$ cat src/hw/pcsw_pkg.sv
// Shared constants of the dual-slot card power switch control block
package pcsw_pkg;
	// Control word layout
	localparam int WORD_W          = 9;             // Bits in one control word
	localparam int BIT_A_PROG_HI   = 0;             // slot_a_prog_high_select
	localparam int BIT_A_PROG_LO   = 1;             // Slot A follow-card bit
	localparam int BIT_A_LOW_RAIL  = 2;             // slot_a_low_rail_bit
	localparam int BIT_A_HIGH_RAIL = 3;             // slot_a_high_rail_bit
	localparam int BIT_B_PROG_HI   = 4;             // slot_b_prog_high_select
	localparam int BIT_B_PROG_LO   = 5;             // Slot B follow-card bit
	localparam int BIT_B_HIGH_RAIL = 6;             // slot_b_high_rail_bit
	localparam int BIT_B_LOW_RAIL  = 7;             // slot_b_low_rail_bit
	localparam int BIT_POWER_DOWN  = 8;             // power_down_bit_n
	localparam logic [8:0] WORD_RESET = 9'h000;     // Power-down after reset

	// Output level codes for each supply
	localparam logic [2:0] LVL_FLOAT = 3'h0;        // All switches open
	localparam logic [2:0] LVL_GND   = 3'h1;        // Ground switch closed
	localparam logic [2:0] LVL_3V3   = 3'h2;        // 3.3 V switch closed
	localparam logic [2:0] LVL_5V    = 3'h3;        // 5 V switch closed
	localparam logic [2:0] LVL_12V   = 3'h4;        // 12 V switch closed

	// Supply index order
	localparam int SUP_A_CARD = 0;
	localparam int SUP_A_PROG = 1;
	localparam int SUP_B_CARD = 2;
	localparam int SUP_B_PROG = 3;
	localparam int NUM_SUP    = 4;

	// Register byte offsets
	localparam logic [7:0] OFF_CTRL    = 8'h00;     // Control
	localparam logic [7:0] OFF_WORD    = 8'h04;     // Applied word, read only
	localparam logic [7:0] OFF_STAT    = 8'h08;     // Live state, read only
	localparam logic [7:0] OFF_IRQ_STS = 8'h0c;     // Sticky events, read only
	localparam logic [7:0] OFF_IRQ_CLR = 8'h10;     // Write one to clear
	localparam logic [7:0] OFF_IRQ_EN  = 8'h14;     // Interrupt enables

	// Field positions
	localparam int CTRL_LINK_EN  = 0;               // Accept serial words
	localparam int STAT_OVERTEMP = 4;
	localparam int STAT_LATCHOFF = 5;
	localparam int STAT_LOWPOWER = 6;
	localparam int STAT_RAIL5    = 7;
	localparam int EV_WORD       = 0;               // Word applied
	localparam int EV_OVC        = 1;               // Overcurrent began
	localparam int EV_OT         = 2;               // Over-temperature began
	localparam int EV_LATCH      = 3;               // Latch-off entered
	localparam int NUM_EV        = 4;

	// Reset values
	localparam logic       CTRL_RESET   = 1'b1;
	localparam logic [3:0] IRQ_EN_RESET = 4'h0;
endpackage : pcsw_pkg

$ cat src/hw/pcsw_link_if.sv
// Carrier between the serial receiver and the switch core
`timescale 1ns/10ps
interface pcsw_link_if;
	logic       link_en;     // Core allows new words
	logic [8:0] word;        // Latched control word
	logic       word_stb;    // One-cycle pulse when word updates

	modport rx   (input link_en, output word, output word_stb);
	modport core (output link_en, input word, input word_stb);
endinterface : pcsw_link_if

$ cat src/hw/pcsw_serial_rx.sv
// Three-wire serial receiver: shifts on rising link clock edges, applies on latch
`timescale 1ns/10ps
module pcsw_serial_rx (
	input  wire logic clk_in,
	input  wire logic rst_b_in,
	input  wire logic link_clock_in,
	input  wire logic link_data_in,
	input  wire logic link_latch_in,
	pcsw_link_if.rx   link
);
	logic [2:0] s1_r, s2_r;               // Two-stage synchroniser
	logic       clk_d_r, latch_d_r;       // Previous synced levels
	logic [8:0] shift_r;                  // Shift register, never seen outside
	logic [8:0] word_r;                   // Latched word
	logic       stb_r;

	// Edge detectors read only the second stage
	wire clk_rise   = s2_r[0] & ~clk_d_r;
	wire latch_rise = s2_r[2] & ~latch_d_r;
	wire [8:0] shift_nxt = {shift_r[7:0], s2_r[1]};

	// Synchronise pins; pins come from the controller's domain
	always_ff @(posedge clk_in or negedge rst_b_in) begin
		if (!rst_b_in) begin
			s1_r      <= 3'h0;
			s2_r      <= 3'h0;
			clk_d_r   <= 1'b0;
			latch_d_r <= 1'b0;
		end else begin
			s1_r      <= {link_latch_in, link_data_in, link_clock_in};
			s2_r      <= s1_r;
			clk_d_r   <= s2_r[0];
			latch_d_r <= s2_r[2];
		end
	end

	// Shift first bit sent ends up as bit 8
	always_ff @(posedge clk_in or negedge rst_b_in) begin
		if (!rst_b_in) begin
			shift_r <= pcsw_pkg::WORD_RESET;
		end else if (clk_rise) begin
			shift_r <= shift_nxt;
		end
	end

	// Whole word takes effect only on latch, so partial shifts stay hidden
	always_ff @(posedge clk_in or negedge rst_b_in) begin
		if (!rst_b_in) begin
			word_r <= pcsw_pkg::WORD_RESET;
			stb_r  <= 1'b0;
		end else begin
			stb_r <= latch_rise & link.link_en;
			if (latch_rise && link.link_en) begin
				word_r <= shift_r;
			end
		end
	end

	assign link.word     = word_r;
	assign link.word_stb = stb_r;
endmodule : pcsw_serial_rx

$ cat src/hw/pcsw_top.sv
// Dual-slot card power switch control: decode, protection, APB registers
//
// Summary of operation
// Slot A program supply from bits 0,1
// Slot B program supply from bits 4,5
// Slot A card supply from bits 3,2
// Slot B card supply from bits 6,7
// Power-down bit low floats all, low power
// Follow setting copies same slot card level
// Overcurrent flag low on any overcurrent
// Overcurrent limits only the affected output
// Overcurrent limits, never switches off
// Over-temperature floats all until it clears
// Below-ground latches off until power cycle
// Control word arrives over serial link
// Without 5 V only 3.3 V delivered
// Word applies only once fully latched
`timescale 1ns/10ps
module pcsw_top (
	input  wire logic        REF_CLK_IN,
	input  wire logic        RST_B_IN,
	input  wire logic        PSEL_IN,
	input  wire logic        PENABLE_IN,
	input  wire logic        PWRITE_IN,
	input  wire logic [7:0]  PADDR_IN,
	input  wire logic [31:0] PWDATA_IN,
	output logic      [31:0] PRDATA_OUT,
	output logic             PREADY_OUT,
	output logic             PSLVERR_OUT,
	input  wire logic        LINK_CLOCK_IN,
	input  wire logic        LINK_DATA_IN,
	input  wire logic        LINK_LATCH_IN,
	input  wire logic [3:0]  OVERCURRENT_IN,
	input  wire logic        OVERTEMP_IN,
	input  wire logic [3:0]  BELOW_GROUND_IN,
	input  wire logic        RAIL_5V_PRESENT_IN,
	output logic      [2:0]  SLOT_A_CARD_SUPPLY_OUT,
	output logic      [2:0]  SLOT_A_PROG_SUPPLY_OUT,
	output logic      [2:0]  SLOT_B_CARD_SUPPLY_OUT,
	output logic      [2:0]  SLOT_B_PROG_SUPPLY_OUT,
	output logic      [3:0]  CURRENT_LIMIT_OUT,
	output logic             OVERCURRENT_FLAG_N_OUT,
	output logic             LOW_POWER_OUT,
	output logic             IRQ_OUT
);
	pcsw_link_if link ();                  // Receiver to core

	logic [9:0]  sen_s1_r, sen_s2_r;       // Sensor synchroniser
	logic        ctrl_r;                   // Link enable
	logic        latch_off_r;              // Sticky until reset
	logic        ot_d_r, ovc_d_r;          // Edge history for events
	logic [3:0]  irq_sts_r, irq_en_r;
	logic [2:0]  lvl_r [4];                // Registered output levels
	logic [3:0]  limit_r;
	logic        ovc_n_r, low_pwr_r, irq_r;
	logic [31:0] prdata_r;
	logic        pready_r, pslverr_r;

	pcsw_serial_rx u_rx (
		.clk_in        (REF_CLK_IN),
		.rst_b_in      (RST_B_IN),
		.link_clock_in (LINK_CLOCK_IN),
		.link_data_in  (LINK_DATA_IN),
		.link_latch_in (LINK_LATCH_IN),
		.link          (link.rx)
	);
	assign link.link_en = ctrl_r;

	// Synced sensor views; second stage only
	wire [3:0] ovc_s   = sen_s2_r[3:0];
	wire       ot_s    = sen_s2_r[4];
	wire [3:0] bg_s    = sen_s2_r[8:5];
	wire       rail5_s = sen_s2_r[9];
	wire [8:0] w       = link.word;

	// Card supply code: (high rail, low rail) 01 gives 3.3 V, 10 gives 5 V
	function automatic logic [2:0] card_lvl(input logic hi, input logic lo,
	                                        input logic rail5);
		logic [2:0] l;
		l = pcsw_pkg::LVL_GND;             // 00 and 11 close the ground switch
		if (!hi && lo) begin
			l = pcsw_pkg::LVL_3V3;
		end else if (hi && !lo) begin
			l = rail5 ? pcsw_pkg::LVL_5V : pcsw_pkg::LVL_FLOAT;
		end
		return l;
	endfunction : card_lvl

	// Program supply code: 00 ground, 01 follow card, 10 12 V, 11 float
	function automatic logic [2:0] prog_lvl(input logic hi, input logic lo,
	                                        input logic [2:0] card,
	                                        input logic rail5);
		logic [2:0] l;
		l = pcsw_pkg::LVL_FLOAT;
		case ({hi, lo})
			2'b00: l = pcsw_pkg::LVL_GND;
			2'b01: l = card;
			2'b10: l = rail5 ? pcsw_pkg::LVL_12V : pcsw_pkg::LVL_FLOAT;
			default: l = pcsw_pkg::LVL_FLOAT;
		endcase
		return l;
	endfunction : prog_lvl

	// Decode; any disable condition opens every switch
	wire run_ok = w[pcsw_pkg::BIT_POWER_DOWN] & ~ot_s & ~latch_off_r;
	wire [2:0] a_card = card_lvl(w[pcsw_pkg::BIT_A_HIGH_RAIL],
	                             w[pcsw_pkg::BIT_A_LOW_RAIL], rail5_s);
	wire [2:0] b_card = card_lvl(w[pcsw_pkg::BIT_B_HIGH_RAIL],
	                             w[pcsw_pkg::BIT_B_LOW_RAIL], rail5_s);
	wire [2:0] a_prog = prog_lvl(w[pcsw_pkg::BIT_A_PROG_HI],
	                             w[pcsw_pkg::BIT_A_PROG_LO], a_card, rail5_s);
	wire [2:0] b_prog = prog_lvl(w[pcsw_pkg::BIT_B_PROG_HI],
	                             w[pcsw_pkg::BIT_B_PROG_LO], b_card, rail5_s);
	wire [2:0] lvl_nxt [4];
	assign lvl_nxt[pcsw_pkg::SUP_A_CARD] = run_ok ? a_card : pcsw_pkg::LVL_FLOAT;
	assign lvl_nxt[pcsw_pkg::SUP_A_PROG] = run_ok ? a_prog : pcsw_pkg::LVL_FLOAT;
	assign lvl_nxt[pcsw_pkg::SUP_B_CARD] = run_ok ? b_card : pcsw_pkg::LVL_FLOAT;
	assign lvl_nxt[pcsw_pkg::SUP_B_PROG] = run_ok ? b_prog : pcsw_pkg::LVL_FLOAT;

	// Sensor synchroniser: all flags are asynchronous analog comparators
	always_ff @(posedge REF_CLK_IN or negedge RST_B_IN) begin
		if (!RST_B_IN) begin
			sen_s1_r <= 10'h000;
			sen_s2_r <= 10'h000;
		end else begin
			sen_s1_r <= {RAIL_5V_PRESENT_IN, BELOW_GROUND_IN, OVERTEMP_IN, OVERCURRENT_IN};
			sen_s2_r <= sen_s1_r;
		end
	end

	// Per-supply level and limit; limiting keeps the level, only that output
	genvar g;
	generate
		for (g = 0; g < pcsw_pkg::NUM_SUP; g++) begin : g_sup
			always_ff @(posedge REF_CLK_IN or negedge RST_B_IN) begin
				if (!RST_B_IN) begin
					lvl_r[g]   <= pcsw_pkg::LVL_FLOAT;
					limit_r[g] <= 1'b0;
				end else begin
					lvl_r[g]   <= lvl_nxt[g];
					limit_r[g] <= ovc_s[g] & (lvl_nxt[g] != pcsw_pkg::LVL_FLOAT);
				end
			end
		end
	endgenerate

	// Flags; latch-off leaves only through RST_B_IN, the power cycle
	always_ff @(posedge REF_CLK_IN or negedge RST_B_IN) begin
		if (!RST_B_IN) begin
			latch_off_r <= 1'b0;
			ovc_n_r     <= 1'b1;
			low_pwr_r   <= 1'b1;
			ot_d_r      <= 1'b0;
			ovc_d_r     <= 1'b0;
		end else begin
			latch_off_r <= latch_off_r | (|bg_s);
			ovc_n_r     <= ~(|ovc_s);
			low_pwr_r   <= ~w[pcsw_pkg::BIT_POWER_DOWN];
			ot_d_r      <= ot_s;
			ovc_d_r     <= |ovc_s;
		end
	end

	// APB decode; no wait state, read data is registered in the setup cycle so it comes from a flip-flop
	wire setup   = PSEL_IN & ~PENABLE_IN;
	wire wr_go   = PSEL_IN & PENABLE_IN & pready_r & PWRITE_IN;
	wire hit_ctl = PADDR_IN == pcsw_pkg::OFF_CTRL;
	wire hit_wrd = PADDR_IN == pcsw_pkg::OFF_WORD;
	wire hit_sta = PADDR_IN == pcsw_pkg::OFF_STAT;
	wire hit_ist = PADDR_IN == pcsw_pkg::OFF_IRQ_STS;
	wire hit_icl = PADDR_IN == pcsw_pkg::OFF_IRQ_CLR;
	wire hit_ien = PADDR_IN == pcsw_pkg::OFF_IRQ_EN;
	wire hit_any = hit_ctl | hit_wrd | hit_sta | hit_ist | hit_icl | hit_ien;
	wire [7:0] stat_v = {rail5_s, low_pwr_r, latch_off_r, ot_s, ovc_s};
	wire [31:0] rd_mux = hit_ctl ? {31'h0, ctrl_r} :
	                     hit_wrd ? {23'h0, w} :
	                     hit_sta ? {24'h0, stat_v} :
	                     hit_ist ? {28'h0, irq_sts_r} :
	                     hit_ien ? {28'h0, irq_en_r} : 32'h0;

	// Events and sticky status; a new event beats a same-cycle clear
	wire [3:0] ev = {~latch_off_r & (|bg_s), ot_s & ~ot_d_r,
	                 (|ovc_s) & ~ovc_d_r, link.word_stb};
	wire [3:0] clr = (wr_go && hit_icl) ? PWDATA_IN[3:0] : 4'h0;
	wire [3:0] sts_nxt = (irq_sts_r & ~clr) | ev;

	// Bus answer registered in the setup cycle
	always_ff @(posedge REF_CLK_IN or negedge RST_B_IN) begin
		if (!RST_B_IN) begin
			pready_r  <= 1'b0;
			pslverr_r <= 1'b0;
			prdata_r  <= 32'h0;
		end else begin
			pready_r  <= setup;
			pslverr_r <= setup & ~hit_any;
			prdata_r  <= setup ? rd_mux : 32'h0;
		end
	end

	// Writable registers and interrupt line
	always_ff @(posedge REF_CLK_IN or negedge RST_B_IN) begin
		if (!RST_B_IN) begin
			ctrl_r    <= pcsw_pkg::CTRL_RESET;
			irq_en_r  <= pcsw_pkg::IRQ_EN_RESET;
			irq_sts_r <= 4'h0;
			irq_r     <= 1'b0;
		end else begin
			if (wr_go && hit_ctl) begin
				ctrl_r <= PWDATA_IN[pcsw_pkg::CTRL_LINK_EN];
			end
			if (wr_go && hit_ien) begin
				irq_en_r <= PWDATA_IN[3:0];
			end
			irq_sts_r <= sts_nxt;
			irq_r     <= |(irq_sts_r & irq_en_r);
		end
	end

	assign SLOT_A_CARD_SUPPLY_OUT = lvl_r[pcsw_pkg::SUP_A_CARD];
	assign SLOT_A_PROG_SUPPLY_OUT = lvl_r[pcsw_pkg::SUP_A_PROG];
	assign SLOT_B_CARD_SUPPLY_OUT = lvl_r[pcsw_pkg::SUP_B_CARD];
	assign SLOT_B_PROG_SUPPLY_OUT = lvl_r[pcsw_pkg::SUP_B_PROG];
	assign CURRENT_LIMIT_OUT      = limit_r;
	assign OVERCURRENT_FLAG_N_OUT = ovc_n_r;
	assign LOW_POWER_OUT          = low_pwr_r;
	assign IRQ_OUT                = irq_r;
	assign PRDATA_OUT             = prdata_r;
	assign PREADY_OUT             = pready_r;
	assign PSLVERR_OUT            = pslverr_r;

	wire live = w[pcsw_pkg::BIT_POWER_DOWN] & ~ot_s & ~latch_off_r;
	wire all_float = (lvl_r[0] == pcsw_pkg::LVL_FLOAT) && (lvl_r[1] == pcsw_pkg::LVL_FLOAT)
	              && (lvl_r[2] == pcsw_pkg::LVL_FLOAT) && (lvl_r[3] == pcsw_pkg::LVL_FLOAT);
endmodule : pcsw_top

$ cat config.mk
export PLATFORM = sky130hd
export DESIGN_NAME = pcsw_top
export DESIGN_NICKNAME = d
export VERILOG_FILES = /design/src/hw/pcsw_pkg.sv /design/src/hw/pcsw_link_if.sv /design/src/hw/pcsw_serial_rx.sv /design/src/hw/pcsw_top.sv
export SDC_FILE = /design/constraint.sdc
export NUM_CORES = 1
export LEC_CHECK = 0
export BUFFER_PORTS_ARGS = -buffer_cell sky130_fd_sc_hd__buf_2
export CAP_MARGIN = 10
export CORE_MARGIN = 4
export CORE_UTILIZATION = 50
export DETAILED_ROUTE_END_ITERATION = 16
export GPL_TIMING_DRIVEN = 0
export PLACE_DENSITY = 0.82
export SLEW_MARGIN = 20
export SYNTH_ARGS = -nofsm -noshare
export SYNTH_HDL_FRONTEND = slang
export SYNTH_SLANG_ARGS = --single-unit
$ cat constraint.sdc
create_clock -name REF_CLK_IN -period 3.9 [get_ports REF_CLK_IN]
set_input_delay 0.195 -clock REF_CLK_IN [delete_from_list [all_inputs] [get_ports REF_CLK_IN]]
set_output_delay 0.195 -clock REF_CLK_IN [all_outputs]
set_load 0.05 [all_outputs]
==> results.json <==
{
  "yosys.area_share.simple": 0.1426,
  "cts_buffer_depth": 2,
  "p_leak_nw": 2.120,
  "drt_iter0_drc": 112,
  "cts_tree": "built",
  "clock_skew_ns": 0.01000,
  "p_sw_frac": 0.2608,
  "htree_levels": 3,
  "outcome": "complete, no violations",
  "layout_commonest_cell": "dfrtp_1",
  "maxCapViolCount": 0,
  "n_fill_cell": 499,
  "hold_class": "input port to flop",
  "setup_violations": 0,
  "gp_congestion": 0.8630,
  "row_count": 29,
  "cp_top_family": "simple AND/OR/NAND/NOR gates",
  "min_period_ns": 1.586,
  "critPathCaptureType": "flop",
  "nNetsFinal": 430,
  "dr.pass1.iters": 4,
  "critical_path.max_fanout": 5,
  "worstRegToRegCells": 4,
  "grt_pass1_vias": 2172,
  "antenna_found_initial": 0,
  "clkPwrFrac": 0.353,
  "netlist_area_sq_um": 3324,
  "drt_wl_total_um": 6092,
  "grt_max_degree": 63,
  "detail-route-antenna-nets": 0,
  "top_level_ports": 111,
  "postLayoutCellArea_sq_um": 4179,
  "multi_input_area_sq_um": 993.5,
  "clock_sinks": 87,
  "ys.flop_type": "dfrtp_1",
  "place_hpwl_um": 4259,
  "clk_pin_slew_worst_paths_ns": 0.09,
  "cp_slowest_stage_delay_ns": 0.48,
  "crit_chain": "nor3b_1 > a21bo_2 > o22ai_1 > nor2b_1",
  "vias_per_cell": 4.874,
  "synthCells": 265,
  "comb_power_share": 0.107,
  "synth_fa_ha_area_frac": 0,
  "ys_seq_area_frac": 0.6560,
  "hold_depth": 2,
  "critPathLaunchType": "flop",
  "yosys_warnings": 0,
  "synth_xor_area_frac": 0,
  "seqPwrFrac": 0.539,
  "overflow": 0,
  "avgSynthCellArea_sq_um": 12.55,
  "pre_cts_slack_ns": 1.987,
  "setup_ws_ns": 2.314,
  "die_w_um": 89.54,
  "critical_path_required_ns": 4.19,
  "register_area_sq_um": 2181,
  "grt.total_usage": 0.1633,
  "synth-compound-area-share": 0.07603,
  "p_switching_uw": 481.3,
  "drt-wirelength-per-cell_um": 13.42,
  "synth.distinct_cells": 41,
  "worst-setup-path-type": "flop to flop",
  "port_buffers": 57,
  "vdd_drop_max_mv": 0.2640,
  "fmax_mhz": 630.6,
  "arrival_ns": 1.88,
  "p_int_mw": 1.364,
  "fin_tns_setup_ns": 0,
  "post-route-period-util": 0.4066,
  "cp_num_buf_inv": 0,
  "dieArea_sq_um": 8017,
  "antennaDiodeCount": 0,
  "slew_headroom": 0.6465,
  "synth_edf_count": 0,
  "rrSetupSlack_ns": 2.31,
  "ys_seq_elements": 87,
  "path_depth": 4,
  "chipHeight_um": 89.54,
  "synthMuxAreaShare": 0.05194,
  "drive_gt1_frac": 0.3236,
  "async_reset_ff_frac": 1.000,
  "place_area_sq_um": 3826,
  "synth_top_family_by_area": "simple AND/OR/NAND/NOR gates",
  "hold_viol_final": 0,
  "grt_pass1_wl_um": 9770,
  "rsz0062_at_grt": "no",
  "initial_core_util": 0.5206,
  "crit_slowest_cell": "nor3b_1",
  "fp.coreArea_sq_um": 6386,
  "area_delta_synth_final_pct": 25.71,
  "most-common-layout-cells": "dfrtp_1 (84), buf_2 (56), nand2_1 (36)",
  "power.density_nw_per_um2": 441.6,
  "numCtsBuffers": 9,
  "cts-root-buf": "clkbuf_8",
  "finalMaxSlewViolations": 0,
  "worstMarginPinSlew_ns": 0.5254,
  "drcViolationCount": 0,
  "worst_skew_pair.late_latency_ns": 0.35,
  "via_count": 2213
}
[layer usage]
metal  vias to the layer above  GRT usage  part of all wire
met1                      1048     0.1994              0.41
met2                        83     0.2640              0.49
li1                       1070          -                 -
met5                         -          0                 0
met3                        12    0.04977             0.081
met4                         0    0.07848             0.020
[timing repair]
item | 4_1_cts | 5_1_grt
resized for setup | 0 | 0
hold buffers | 14 | 0
endpoints found under the hold margin | 38 | 0
buffers inserted | 0 | 0
[registers in the layout, indices dropped and copies added (netlist names), 4 cells and up]
name               flops
CURRENT_LIMIT_OUT      4
PRDATA_OUT             9
irq_en_r               4
irq_sts_r              4
sen_s1_r              10
sen_s2_r              10
u_rx.link.word         9
u_rx.shift_r           9
[Yosys cell counts (all sizes together), types with 3 or more instances]
library cell / number / area share
a21oi: 7 / 0.011
clkbuf: 6 / 0.0068
dfrtp: 84 / 0.63
dfstp: 3 / 0.024
inv: 8 / 0.0090
a22oi: 9 / 0.020
nor2b: 11 / 0.021
nand3: 6 / 0.0090
nor2: 13 / 0.015
buf: 25 / 0.056
a211oi: 3 / 0.0068
o2bb2ai: 5 / 0.013
nor4: 4 / 0.012
nand2: 36 / 0.041
nor4b: 3 / 0.0098
mux2: 14 / 0.052
[through the flow]
stage / util / instances / hold slack [ns] / power (mW)
after global placement: 0.5944 / 423 / 0.3030 / 1.189
after global routing: 0.6544 / 454 / 0.07405 / 1.923
after CTS: 0.6544 / 454 / 0.06732 / 1.860
final: 0.6544 / 454 / 0.08324 / 1.846
after floorplan: - / 289 / -0.1006 / 1.140
after detailed placement: 0.5991 / 424 / 0.1208 / 1.200
[final cells by class]
class / count / share of cell area
sequential: 87 / 0.5219
multi-input combinational: 163 / 0.2377
timing repair buffer: 72 / 0.1090
buffer: 31 / 0.05030
clock buffer: 10 / 0.03293
tap: 77 / 0.02305
clock inverter: 6 / 0.01796
inverter: 8 / 0.007186
[power groups by stage]
stage | registers (mW) | clock network [mW] | logic (mW)
floorplan | 1.01 | 0 | 0.133
global placement | 1.01 | 0 | 0.179
detailed placement | 1.01 | 0 | 0.187
CTS | 0.995 | 0.668 | 0.198
global route | 1.00 | 0.706 | 0.216
finish | 0.996 | 0.652 | 0.198
[cells by family (layout without fill, tap and decap cells)]
logic type	count (synthesis)	in the layout
other cells	1	25
simple gates	89	89
flops	87	87
buf+inv	39	127
compound gates	35	35
mux	14	14
[path summary, 6_finish.rpt]
check,start,endpoint
max,sen_s2_r[4],SLOT_B_PROG_SUPPLY_OUT[0]
min,PWDATA_IN[1],irq_en_r[1]
max reg2reg,sen_s2_r[4],SLOT_B_PROG_SUPPLY_OUT[0]
min reg2reg,u_rx.s1_r[1],u_rx.s2_r[1]
max in group asynchronous,RST_B_IN,ctrl_r
min in group asynchronous,RST_B_IN,u_rx.s1_r[2]
Note: power is estimated with default switching activity, not from simulation.
